===== src/verilog/psu_map.svh =====
/*
 * register map, bit positions and reset values of the power saving unit.
 * assumes it is included once per compile unit by its bare name.
 */
// Overview of operation
// [RL1] four word registers from base ffff4000
// [RL2] control bit 0 one stops core clock
// [RL3] enabled interrupt or reset restarts core clock
// [RL4] core runs after reset, wakes unaided
// [RL5] enable command sets peripheral clock bits
// [RL6] disable command clears peripheral clock bits
// [RL7] status shows enabled clocks, resets 17c
// [RL8] all peripheral clocks enabled on reset
// [RL9] disabled clock stops at once
// [RL10] gating keeps peripheral state intact
// [RL11] clock bits match interrupt source numbers
// [RL12] software disables only idle peripherals
// [RL13] interrupt mask decides which interrupts wake
// [RL14] unassigned bits read zero, writes ignored
// [RL15] clock gating switches without glitches
`ifndef PSU_MAP_SVH
`define PSU_MAP_SVH

// block decode: base address and the bits that select the block
`define PSU_BASE 32'hffff4000
`define PSU_BASE_MASK 32'hfffffff0

// word offsets inside the block
`define PSU_OFS_CTRL 4'h0
`define PSU_OFS_ENA 4'h4
`define PSU_OFS_DIS 4'h8
`define PSU_OFS_STAT 4'hc

// control register: core clock stop command
`define PSU_CPU_BIT 0

// peripheral bit positions, same as their interrupt source numbers
`define PSU_BIT_SER0 2
`define PSU_BIT_SER1 3
`define PSU_BIT_TMR0 4
`define PSU_BIT_TMR1 5
`define PSU_BIT_TMR2 6
`define PSU_BIT_PARIO 8

// width of the peripheral field, implemented bits and reset value
`define PSU_NPERIPH 9
`define PSU_PERIPH_MASK 9'h17c
`define PSU_STAT_RESET 9'h17c

`endif


===== src/verilog/psu_pkg.sv =====
/*
 * types shared by the power saving unit files.
 * assumes psu_map.svh is compiled alongside.
 */
`default_nettype none
package psu_pkg;
    // one register bus request, as the master drives it
    typedef struct packed {
        logic [31:0] addr;  // byte address
        logic [31:0] wdata; // write data
        logic wr;           // write strobe
        logic rd;           // read strobe
    } psu_bus_t;

    // core clock state, one-hot
    typedef enum logic [1:0] {
        PSU_CORE_RUN = 2'b01,
        PSU_CORE_IDLE = 2'b10
    } psu_core_t;
endpackage
`default_nettype wire


===== src/verilog/psu_clk_gate.sv =====
/*
 * glitch-free clock gate: an enable caught on the falling edge ands
 * the clock. assumes i_en changes only just after a rising edge.
 */
`timescale 1ns/1ps
`default_nettype none
module psu_clk_gate (
    input wire logic i_clk, // clock to gate
    input wire logic i_rst, // synchronous reset, high
    input wire logic i_ce,  // freezes the enable while low
    input wire logic i_en,  // wanted clock enable
    output logic o_gclk     // gated clock
);
    logic en_q; // enable held through the high phase

    // caught while the clock is low, so a change never cuts a high pulse
    always_ff @(negedge i_clk) begin
        if (i_rst) begin
            en_q <= 1'b1; // clocks run during and after reset
        end else if (i_ce) begin
            en_q <= i_en; // [RL15] [RL9]
        end
    end

    // the and only opens or closes while the clock is low
    assign o_gclk = i_clk & en_q; // [RL15]

    // the gate follows its enable within half a cycle
    property p_gate_follow;
        @(posedge i_clk) disable iff (i_rst)
        i_ce |-> en_q == i_en;
    endproperty
    a_gate_follow: assert property (p_gate_follow) // [RL9]
        else $error("gate enable lags its request");

    // no high pulse while the enable is low
    property p_gate_quiet;
        @(negedge i_clk) disable iff (i_rst)
        !en_q |-> !o_gclk;
    endproperty
    a_gate_quiet: assert property (p_gate_quiet) // [RL15]
        else $error("gated clock high while disabled");
endmodule
`default_nettype wire


===== src/verilog/psu_top.sv =====
/*
 * power saving unit: core clock idle control and per-peripheral
 * clock gating behind four word registers.
 * assumes one clock, a synchronous high reset, a one-cycle bus master
 * and an interrupt controller that supplies pending and mask words.
 */
`timescale 1ns/1ps
`default_nettype none
`include "psu_map.svh"
module psu_top
    import psu_pkg::*;
#(
    parameter int IRQ_W = 32 // interrupt source count
) (
    input wire logic i_sys_clk,           // master clock
    input wire logic i_rst,               // synchronous reset, high
    input wire logic i_ce,                // freezes all state when low
    input wire psu_bus_t i_bus,           // register bus request
    input wire logic [IRQ_W-1:0] i_irq_pend, // pending sources
    input wire logic [IRQ_W-1:0] i_irq_mask, // enabled sources
    output logic [31:0] o_rdata,          // read data, next cycle
    output logic o_core_clk,              // gated core clock
    output logic o_core_idle,             // core clock stopped
    output logic [`PSU_NPERIPH-1:0] o_periph_clk // gated clocks
);
    localparam int NP = `PSU_NPERIPH;
    // implemented peripheral bits
    localparam logic [NP-1:0] PMASK = `PSU_PERIPH_MASK;
    // state after reset
    localparam logic [NP-1:0] PRESET = `PSU_STAT_RESET;

    // address decode
    logic hit;             // address falls in this block
    logic [3:0] ofs;       // byte offset inside the block
    logic wr_ctrl;         // control register write
    logic wr_ena;          // enable command write
    logic wr_dis;          // disable command write
    logic rd_stat;         // status register read
    logic [NP-1:0] wbits;  // write data cut to implemented bits

    // the block answers only at its own base
    assign hit = (i_bus.addr & `PSU_BASE_MASK) == `PSU_BASE; // [RL1]
    assign ofs = i_bus.addr[3:0];
    // strobes qualified by the clock enable, so a frozen cycle is lost
    assign wr_ctrl = i_ce & i_bus.wr & hit & (ofs == `PSU_OFS_CTRL);
    assign wr_ena = i_ce & i_bus.wr & hit & (ofs == `PSU_OFS_ENA);
    assign wr_dis = i_ce & i_bus.wr & hit & (ofs == `PSU_OFS_DIS);
    assign rd_stat = i_ce & i_bus.rd & hit & (ofs == `PSU_OFS_STAT);
    // unassigned bits never reach the clock state
    assign wbits = i_bus.wdata[NP-1:0] & PMASK; // [RL14]

    // core clock control
    psu_core_t core_q;  // running or idle
    psu_core_t core_d;  // next core state
    logic wake;         // some enabled interrupt is pending
    logic stop_req;     // software asks to stop the core

    // only sources the interrupt controller has enabled may wake
    assign wake = |(i_irq_pend & i_irq_mask); // [RL13]
    // a zero in bit 0 is no command at all
    assign stop_req = wr_ctrl & i_bus.wdata[`PSU_CPU_BIT]; // [RL2]

    // next core state
    always_comb begin
        core_d = core_q;
        case (core_q)
            PSU_CORE_RUN: begin
                if (stop_req) begin
                    core_d = PSU_CORE_IDLE; // [RL2]
                end
            end
            PSU_CORE_IDLE: begin
                // wake needs no software, which cannot run anyway
                if (wake) begin
                    core_d = PSU_CORE_RUN; // [RL3] [RL4]
                end
            end
            default: begin
                core_d = PSU_CORE_RUN; // illegal code recovers to run
            end
        endcase
    end

    // core state register; a wake pending on entry ends idle next cycle
    always_ff @(posedge i_sys_clk) begin
        if (i_rst) begin
            core_q <= PSU_CORE_RUN; // [RL3] [RL4]
        end else if (i_ce) begin
            core_q <= core_d;
        end
    end

    assign o_core_idle = (core_q == PSU_CORE_IDLE);

    // peripheral clock enables
    logic [NP-1:0] pen_q; // enabled peripheral clocks
    logic [NP-1:0] pen_d; // next enables
    logic [NP-1:0] set_v; // bits to turn on
    logic [NP-1:0] clr_v; // bits to turn off

    // set/clear commands: zero bits leave the clock as it is
    assign set_v = wr_ena ? wbits : '0; // [RL5] [RL11]
    assign clr_v = wr_dis ? wbits : '0; // [RL6] [RL11]
    // strobes never coincide, so set and clear cannot collide
    assign pen_d = (pen_q | set_v) & ~clr_v;

    // enable register; nothing here resets a peripheral
    always_ff @(posedge i_sys_clk) begin
        if (i_rst) begin
            pen_q <= PRESET; // [RL8]
        end else if (i_ce) begin
            pen_q <= pen_d; // [RL5] [RL6]
        end
    end

    // read data: status only, write-only and unmapped words read zero
    logic [31:0] rdata_q; // read answer
    logic [31:0] rdata_d; // answer for this cycle's read

    assign rdata_d = rd_stat ? {{(32-NP){1'b0}}, pen_q & PMASK}
                             : 32'h0000_0000; // [RL7] [RL14]

    // the answer stands for exactly the cycle after the strobe
    always_ff @(posedge i_sys_clk) begin
        if (i_rst) begin
            rdata_q <= 32'h0000_0000;
        end else if (i_ce) begin
            rdata_q <= rdata_d; // [RL7]
        end
    end

    assign o_rdata = rdata_q;

    // core clock gate; the gate itself forces the clock on in reset
    psu_clk_gate u_core_gate (
        .i_clk(i_sys_clk),
        .i_rst(i_rst),
        .i_ce(i_ce),
        .i_en(core_q == PSU_CORE_RUN), // [RL3]
        .o_gclk(o_core_clk)
    );

    // one gate per implemented peripheral; clock stops without any
    // handshake, so software must first let the peripheral finish
    // (a stopped peripheral keeps all its flops, and simply resumes)
    genvar gi;
    generate
        for (gi = 0; gi < NP; gi = gi + 1) begin : g_per
            if (PMASK[gi]) begin : g_on
                psu_clk_gate u_gate (
                    .i_clk(i_sys_clk),
                    .i_rst(i_rst),
                    .i_ce(i_ce),
                    .i_en(pen_q[gi]), // [RL9] [RL10]
                    .o_gclk(o_periph_clk[gi])
                );
            end else begin : g_off
                // unassigned positions have no peripheral to clock
                assign o_periph_clk[gi] = 1'b0; // [RL14]
            end
        end
    endgenerate

    // a status read returns the enables in the next cycle
    property p_stat_read;
        @(posedge i_sys_clk) disable iff (i_rst)
        rd_stat |=> o_rdata == {{(32-NP){1'b0}}, $past(pen_q)};
    endproperty
    a_stat_read: assert property (p_stat_read) // [RL7]
        else $error("status read data wrong");

    // any other read answers zero
    property p_other_read;
        @(posedge i_sys_clk) disable iff (i_rst)
        (i_ce && i_bus.rd && !rd_stat) |=> o_rdata == 32'h0000_0000;
    endproperty
    a_other_read: assert property (p_other_read) // [RL1]
        else $error("non-status read not zero");

    // a stop command idles a running core
    property p_stop;
        @(posedge i_sys_clk) disable iff (i_rst)
        (stop_req && core_q == PSU_CORE_RUN) |=> o_core_idle;
    endproperty
    a_stop: assert property (p_stop) // [RL2]
        else $error("core did not stop");

    // writing zero to the control register keeps the core running
    property p_stop_zero;
        @(posedge i_sys_clk) disable iff (i_rst)
        (wr_ctrl && !i_bus.wdata[`PSU_CPU_BIT] && !o_core_idle)
            |=> !o_core_idle;
    endproperty
    a_stop_zero: assert property (p_stop_zero) // [RL2]
        else $error("zero write stopped the core");

    // an enabled pending interrupt ends idle in one cycle
    property p_wake;
        @(posedge i_sys_clk) disable iff (i_rst)
        (i_ce && o_core_idle && wake) |=> !o_core_idle;
    endproperty
    a_wake: assert property (p_wake) // [RL3]
        else $error("enabled interrupt did not wake core");

    // a masked interrupt alone never wakes the core
    property p_no_wake;
        @(posedge i_sys_clk) disable iff (i_rst)
        (o_core_idle && !wake) |=> o_core_idle;
    endproperty
    a_no_wake: assert property (p_no_wake) // [RL13]
        else $error("core woke without an enabled interrupt");

    // first cycle after reset: core running, all clocks on
    property p_after_reset;
        @(posedge i_sys_clk)
        $past(i_rst) && !i_rst |-> !o_core_idle && pen_q == PRESET;
    endproperty
    a_after_reset: assert property (p_after_reset) // [RL4] [RL8]
        else $error("wrong state after reset");

    // enable command turns on written bits, keeps the others
    property p_enable;
        @(posedge i_sys_clk) disable iff (i_rst)
        wr_ena |=> pen_q == ($past(pen_q) | $past(wbits));
    endproperty
    a_enable: assert property (p_enable) // [RL5]
        else $error("enable command misapplied");

    // disable command turns off written bits, keeps the others
    property p_disable;
        @(posedge i_sys_clk) disable iff (i_rst)
        wr_dis |=> pen_q == ($past(pen_q) & ~$past(wbits));
    endproperty
    a_disable: assert property (p_disable) // [RL6] [RL9]
        else $error("disable command misapplied");

    // unassigned bits never become enabled
    property p_unassigned;
        @(posedge i_sys_clk) disable iff (i_rst)
        (pen_q & ~PMASK) == '0;
    endproperty
    a_unassigned: assert property (p_unassigned) // [RL14]
        else $error("unassigned clock bit set");

    // state holds while the clock enable is low
    property p_freeze;
        @(posedge i_sys_clk) disable iff (i_rst)
        !i_ce |=> $stable(pen_q) && $stable(core_q) && $stable(o_rdata);
    endproperty
    a_freeze: assert property (p_freeze) // [RL10]
        else $error("state moved while frozen");

    // high phase of the core clock follows the state one cycle back
    property p_core_clk;
        @(negedge i_sys_clk) disable iff (i_rst)
        $past(i_ce) |-> o_core_clk == $past(!o_core_idle);
    endproperty
    a_core_clk: assert property (p_core_clk) // [RL2] [RL3]
        else $error("core clock disagrees with idle state");

    // each live peripheral clock is high only while it is enabled
    property p_periph_clk;
        @(negedge i_sys_clk) disable iff (i_rst)
        $past(i_ce) |-> (o_periph_clk & PMASK) == $past(pen_q);
    endproperty
    a_periph_clk: assert property (p_periph_clk) // [RL9] [RL11]
        else $error("peripheral clock disagrees with its enable");

    // reset always leaves the core running and every clock enabled
    property p_reset_run;
        @(posedge i_sys_clk)
        i_rst |=> !o_core_idle && pen_q == PRESET;
    endproperty
    a_reset_run: assert property (p_reset_run) // [RL3] [RL8]
        else $error("reset did not restart the clocks");

    // without a read the answer falls back to zero
    property p_rdata_idle;
        @(posedge i_sys_clk) disable iff (i_rst)
        (i_ce && !i_bus.rd) |=> o_rdata == 32'h0000_0000;
    endproperty
    a_rdata_idle: assert property (p_rdata_idle) // [RL7]
        else $error("read data stood longer than one cycle");

    // unassigned status positions never read as one
    property p_stat_reserved;
        @(posedge i_sys_clk) disable iff (i_rst)
        (o_rdata & ~{{(32-NP){1'b0}}, PMASK}) == 32'h0000_0000;
    endproperty
    a_stat_reserved: assert property (p_stat_reserved) // [RL14]
        else $error("unassigned status bit read as one");

    // the control word never touches the peripheral clocks
    property p_ctrl_keeps;
        @(posedge i_sys_clk) disable iff (i_rst)
        wr_ctrl |=> $stable(pen_q);
    endproperty
    a_ctrl_keeps: assert property (p_ctrl_keeps) // [RL2]
        else $error("control write moved a peripheral clock");

    // the read-only status word ignores writes
    property p_stat_write;
        @(posedge i_sys_clk) disable iff (i_rst)
        (i_ce && i_bus.wr && hit && ofs == `PSU_OFS_STAT) |=> $stable(pen_q);
    endproperty
    a_stat_write: assert property (p_stat_write) // [RL1]
        else $error("status write changed the clocks");
endmodule
`default_nettype wire


===== config.mk =====
export PLATFORM = sky130hd
export DESIGN_NAME = psu_top
export DESIGN_NICKNAME = d
export VERILOG_FILES = /design/src/verilog/psu_pkg.sv /design/src/verilog/psu_clk_gate.sv /design/src/verilog/psu_top.sv
export VERILOG_INCLUDE_DIRS = /design/src /design/src/verilog
export SDC_FILE = /design/constraint.sdc
export NUM_CORES = 1
export LEC_CHECK = 0
export BUFFER_PORTS_ARGS = -buffer_cell sky130_fd_sc_hd__buf_2
export CAP_MARGIN = 40
export CORE_MARGIN = 3
export CORE_UTILIZATION = 32
export CTS_BUF_LIST = sky130_fd_sc_hd__clkbuf_16
export CTS_CLUSTER_SIZE = 24
export DETAILED_ROUTE_END_ITERATION = 6
export GPL_ROUTABILITY_DRIVEN = 0
export GPL_TIMING_DRIVEN = 0
export PLACE_DENSITY = 0.85
export SYNTH_ARGS = -nofsm -noshare
export SYNTH_HDL_FRONTEND = slang
export SYNTH_SLANG_ARGS = --single-unit

===== constraint.sdc =====
create_clock -name i_sys_clk -period 2.72 [get_ports i_sys_clk]
set_clock_uncertainty 0.1 [all_clocks]
set_input_delay 0.272 -clock i_sys_clk [delete_from_list [all_inputs] [get_ports i_sys_clk]]
set_output_delay 0.272 -clock i_sys_clk [all_outputs]
set_load 0.1 [all_outputs]

After elaboration in Yosys (flattened, before gate mapping)
Cells that the tools add are included.

Register bits after elaboration: 50. Input bits: 133. Output and inout bits: 43. Word-level logic and storage cells: 47.

Equality and inequality tests: 8. Muxes and demuxes: 6. Bitwise logic cells: 20. Reductions and logical operators: 3.

Operators with widths (number): $and A32 B32 Y32 (1); $reduce_or A32 Y1 (1); $eq A28 B28 Y1 const B (1); $mux W9 (3); $and A1 B1 Y1 (16); $and A9 B9 Y9 (1); $not A9 Y9 (1); $or A9 B9 Y9 (1); $eq A4 B4 Y1 const B (2); $eq A4 B3 Y1 const B (1); $logic_not A4 Y1 (1); $mux W2 (2); $pmux W2 S2 (1); $reduce_and A3 Y1 (1); $eq A2 B1 Y1 const B (1); $eq A2 B2 Y1 const B (1); $ne A2 B1 Y1 const B (1); $ne A2 B2 Y1 const B (1).

Logic depth before layout (Yosys ltp)
Depth after elaboration: 6. Gate-level depth with buffers: 5. Gate-level depth less buffers: 5.

By module
Synthesis repeated with hierarchy kept, for this count alone.

Cells, all modules: 171. Area, all modules: 1418.9 µm².

By module, submodules not included: psu_top (instances 1, cells each 136, area an instance 1094.8 µm², seq. area each 280.3 µm²); psu_clk_gate (instances 7, cells each 5, area an instance 46.3 µm², seq. area each 20.0 µm²).

==> impl_results.rst <==
.. list-table::
   :header-rows: 1

   * - Metric
     - Value
   * - Run status
     - finished with violations
   * - Violations in the final reports
     - negative setup slack
   * - Post-route ant nets
     - 0
   * - DRC violations left
     - 0
   * - Number of violations reported at the end of detailed-routing iteration 0
     - 71
   * - Clk slew on worst S/H paths
     - 60 ps
   * - Layout cells sized above 1
     - 0.555
   * - Crit. End Element
     - output pin
   * - Global-route wire length before repair
     - between 7000 and 8000 µm
   * - Initial antenna violation count
     - 0
   * - Width of the die
     - 71.9 µm
   * - Final Max Tran Viols
     - 0
   * - Placed instance count
     - 360
   * - Number of top-level pins
     - 176
   * - Count of flip-flops with a built-in enable after synthesis
     - 0
   * - Total wire length after detailed routing
     - 4710 µm
   * - Rows
     - 23
   * - Core outline area
     - 4090 µm²
   * - Proportion of synthesized chip area in sequential cells
     - 0.302
   * - GRT Overall Usage
     - 0.177
   * - Number of buffers inserted by hold repair at cts
     - 0
   * - Top_reg_cell synth
     - sky130_fd_sc_hd__dfxtp_1
   * - Number of cells traversed by the worst hold path
     - 2
   * - Lkg Pwr
     - around 1.3 nW
   * - Average footprint of a synthesized cell
     - 8.64 µm²
   * - Total design power
     - between 2 and 3 mW
   * - Proportion of register bits with asynchronous set or reset after synthesis
     - 0
   * - Wirelength per Cell
     - between 10 and 15 µm
   * - Total via count after detailed routing
     - approximately 1700
   * - Worst Hold End
     - pen_q[8]$_SDFFE_PP1P_
   * - Count of endpoints failing hold in the final timing report
     - 0
   * - R2R Setup Slk
     - roughly 480 ps
   * - Met1 wire length
     - ~1500 µm
   * - Total of fill cells in the finished design
     - between 300 and 400
   * - Remaining global-route overflow
     - 0
   * - Via count of the first global-routing pass
     - 1709
   * - Number of warnings issued by yosys
     - 0
   * - Leading cell types in the layout, fill and taps excluded
     - 115 x sky130_fd_sc_hd__buf_2, 29 x sky130_fd_sc_hd__buf_4, 29 x sky130_fd_sc_hd__conb_1, 14 x sky130_fd_sc_hd__dfxtp_1, 13 x sky130_fd_sc_hd__nor2b_1
   * - Startpoint types
     - flip-flop
   * - Routed met3 length
     - between 500 and 600 µm
   * - Net switching fraction of the power
     - 0.459
   * - Critical path arrival
     - 2440 ps
   * - Yosys reg bits
     - 21
   * - Die Span Y
     - 71.9 µm
   * - Total power density per cell area
     - between 1000 and 1500 nW/µm²
   * - Die Outline Area
     - roughly 5200 µm²
   * - Number of endpoints failing setup at the final stage
     - 14
   * - Unrepaired setup endpoints after global routing
     - true
   * - Gate count after technology mapping
     - 161
   * - Area of all sequential standard cells
     - ~430 µm²
   * - Required time worst endpoint
     - 2350 ps
   * - Type of the worst min-delay path
     - input port to flip-flop
   * - Insertion delay to the later sink of the worst-skew pair
     - 370 ps
   * - Beginning of the worst hold path
     - i_bus[10]
   * - Maximum number of pins on one net before global-route repair
     - 13
   * - Critical-path cell with the highest stage delay
     - sky130_fd_sc_hd__dfxtp_2
   * - Clock group share of total power
     - 0.759
   * - Slew @ Worst Pin
     - about 650 ps
   * - Share of the synthesized area in the top cell type
     - 0.302
   * - Worst hold margin
     - about 11 ps
   * - Post-place instance area
     - between 2000 and 2500 µm²
   * - Syn-to-layout area delta
     - 78.6%
   * - Largest fanout of any net on the critical path
     - 2
   * - Routed met2 length
     - approximately 2600 µm
   * - Psw
     - about 1.2 mW
   * - Final instance area
     - between 2000 and 2500 µm²
   * - I/O Buffers
     - approximately 120
   * - Maximum ir drop on the vdd rail
     - 760 µV
   * - Top area cells in the synthesized netlist
     - sky130_fd_sc_hd__dfxtp_1 30%, sky130_fd_sc_hd__buf_4 19%, sky130_fd_sc_hd__nor2b_1 6.3%
   * - MaxCap Viol Count
     - 0
   * - Pint
     - between 1 and 1.5 mW
   * - Clock tree from TritonCTS
     - done
   * - DP Wirelength
     - between 3000 and 4000 µm
   * - Mapped cell area
     - 1390 µm²
   * - Part of the total power dissipated in sequential elements
     - 0.117
   * - Maximum cell stage delay along the critical path
     - around 310 ps
   * - Area taken by multi-input logic gates
     - 802 µm²
   * - Ordered list of cells on the worst path
     - and2_4, buf_12
   * - Yosys top cell by area
     - sky130_fd_sc_hd__dfxtp_1
   * - Effective utilization at floorplan
     - 0.340
   * - Worst max-slew margin expressed relative to the limit
     - 0.561
   * - FF-to-FF path depth
     - 2
   * - Worst-case setup margin in the final layout
     - -90.7 ps
   * - Number of detailed-route iterations in the first pass
     - 4
   * - RR Startpoint
     - core_q[0]$_SDFFE_PP1P_
   * - Type of the worst setup path
     - flip-flop to output pin
   * - Final layout net count
     - around 450
   * - Filler-free cell count of the finished design
     - approximately 370
   * - Post-DR vias/cell
     - roughly 4.7
   * - Diode count
     - 0
   * - Most common cell after layout, fill and taps aside
     - sky130_fd_sc_hd__buf_2
   * - Number of library cell types mapped by synthesis
     - 34
   * - Top routing layer in use
     - met4
   * - End of the worst register-to-register path
     - u_core_gate.en_q$_SDFFE_NP1P_
   * - Portion of total power attributed to combinational logic
     - 0.124
per-stage QoR:
| step | setup WS [ps] | utilization | setup TNS, ps |
|---|---|---|---|
| after floorplan | 234 | - | 0 |
| after global placement | 26.6 | 0.531 | 0 |
| after detailed placement | 4.96 | 0.531 | 0 |
| after CTS | -95.3 | 0.608 | -612 |
| after global routing | -135 | 0.608 | -845 |
| final | -90.7 | 0.608 | -602 |
worst max-delay path, delay by kind of cell (launching register included):
family,cells,cell delay (ps)
flops,1,310
buf+inv,1,160
simple gates,1,140
kinds of logic (layout without fill, tap and decap cells):
kind of cell	Yosys count	in the layout	synth area share
buffers and inverters	43	173	0.211
other	1	29	0.00270
AOI/OAI and AO/OA	43	43	0.241
DFF	21	21	0.302
and+or+nand+nor	53	53	0.243
what timing repair did:
item / CTS / global route
buffers inserted: 0 / 0
cloned: 0 / 0
resized for setup: 42 / 0
endpoints found under the setup margin: 14 / 14
pin swaps: 3 / 2
synthesized netlist by cell type (2+ instances only):
master                     instances
sky130_fd_sc_hd__dfxtp_1          21
sky130_fd_sc_hd__a221oi_1          6
sky130_fd_sc_hd__a311oi_1          6
sky130_fd_sc_hd__buf_4            35
sky130_fd_sc_hd__a21oi_1           6
sky130_fd_sc_hd__nor2_1            7
sky130_fd_sc_hd__a22oi_1           3
sky130_fd_sc_hd__and4b_1           2
sky130_fd_sc_hd__and2_1            7
sky130_fd_sc_hd__nand2_1           3
sky130_fd_sc_hd__a211o_1           8
sky130_fd_sc_hd__nand4b_1          2
sky130_fd_sc_hd__nor3_1            3
sky130_fd_sc_hd__a31oi_1           6
sky130_fd_sc_hd__inv_1             3
sky130_fd_sc_hd__a22o_1            6
sky130_fd_sc_hd__nand4_1           5
sky130_fd_sc_hd__nor2b_1          14
sky130_fd_sc_hd__clkbuf_1          3
state kept, by name (all words and copies together), names as in the netlist:
register / count
g_per.g_on.u_gate.en_q: 6
o_rdata: 6
pen_q: 6
core_q: 2
u_core_gate.en_q: 1
worst max path at each step:
stage / startpoint / endpoint / slack (ps) / depth (start not counted)
after floorplan: u_core_gate.en_q$_SDFFE_NP1P_ / o_core_clk / 230 / 1
after global placement: i_ce / g_per[6].g_on.u_gate.en_q$_SDFFE_NP1P_ / 30 / 4
after detailed placement: i_ce / g_per[5].g_on.u_gate.en_q$_SDFFE_NP1P_ / 5 / 4
after CTS: g_per[8].g_on.u_gate.en_q$_SDFFE_NP1P_ / o_periph_clk[8] / -100 / 2
after global routing: g_per[6].g_on.u_gate.en_q$_SDFFE_NP1P_ / o_periph_clk[6] / -140 / 2
final: g_per[2].g_on.u_gate.en_q$_SDFFE_NP1P_ / o_periph_clk[2] / -90 / 2
power by group through the flow:
stage	sequential (mW)	clock, mW	combinational, mW
global route	0.317	2.12	0.353
detailed placement	0.321	0.977	0.332
global placement	0.321	0.977	0.328
floorplan	0.321	0.914	0.246
finish	0.317	2.05	0.336
CTS	0.317	2.06	0.334
layer usage:
metal	vias to the layer above	GRT usage
li1	857	-
met1	752	0.160
met2	115	0.342
met3	9	0.0623
met4	0	0.0919
met5	-	0
layout make-up:
class | instances | area share
Sequential cell | 21 | 0.173
Buffer | 34 | 0.0957
Timing Repair Buffer | 114 | 0.230
Clock inverter | 9 | 0.0242
Clock buffer | 14 | 0.127
Inverter | 2 | 0.00302
Multi-Input combinational cell | 125 | 0.323
Tap cell | 50 | 0.0252
Note: power is estimated with default switching activity, not from simulation.
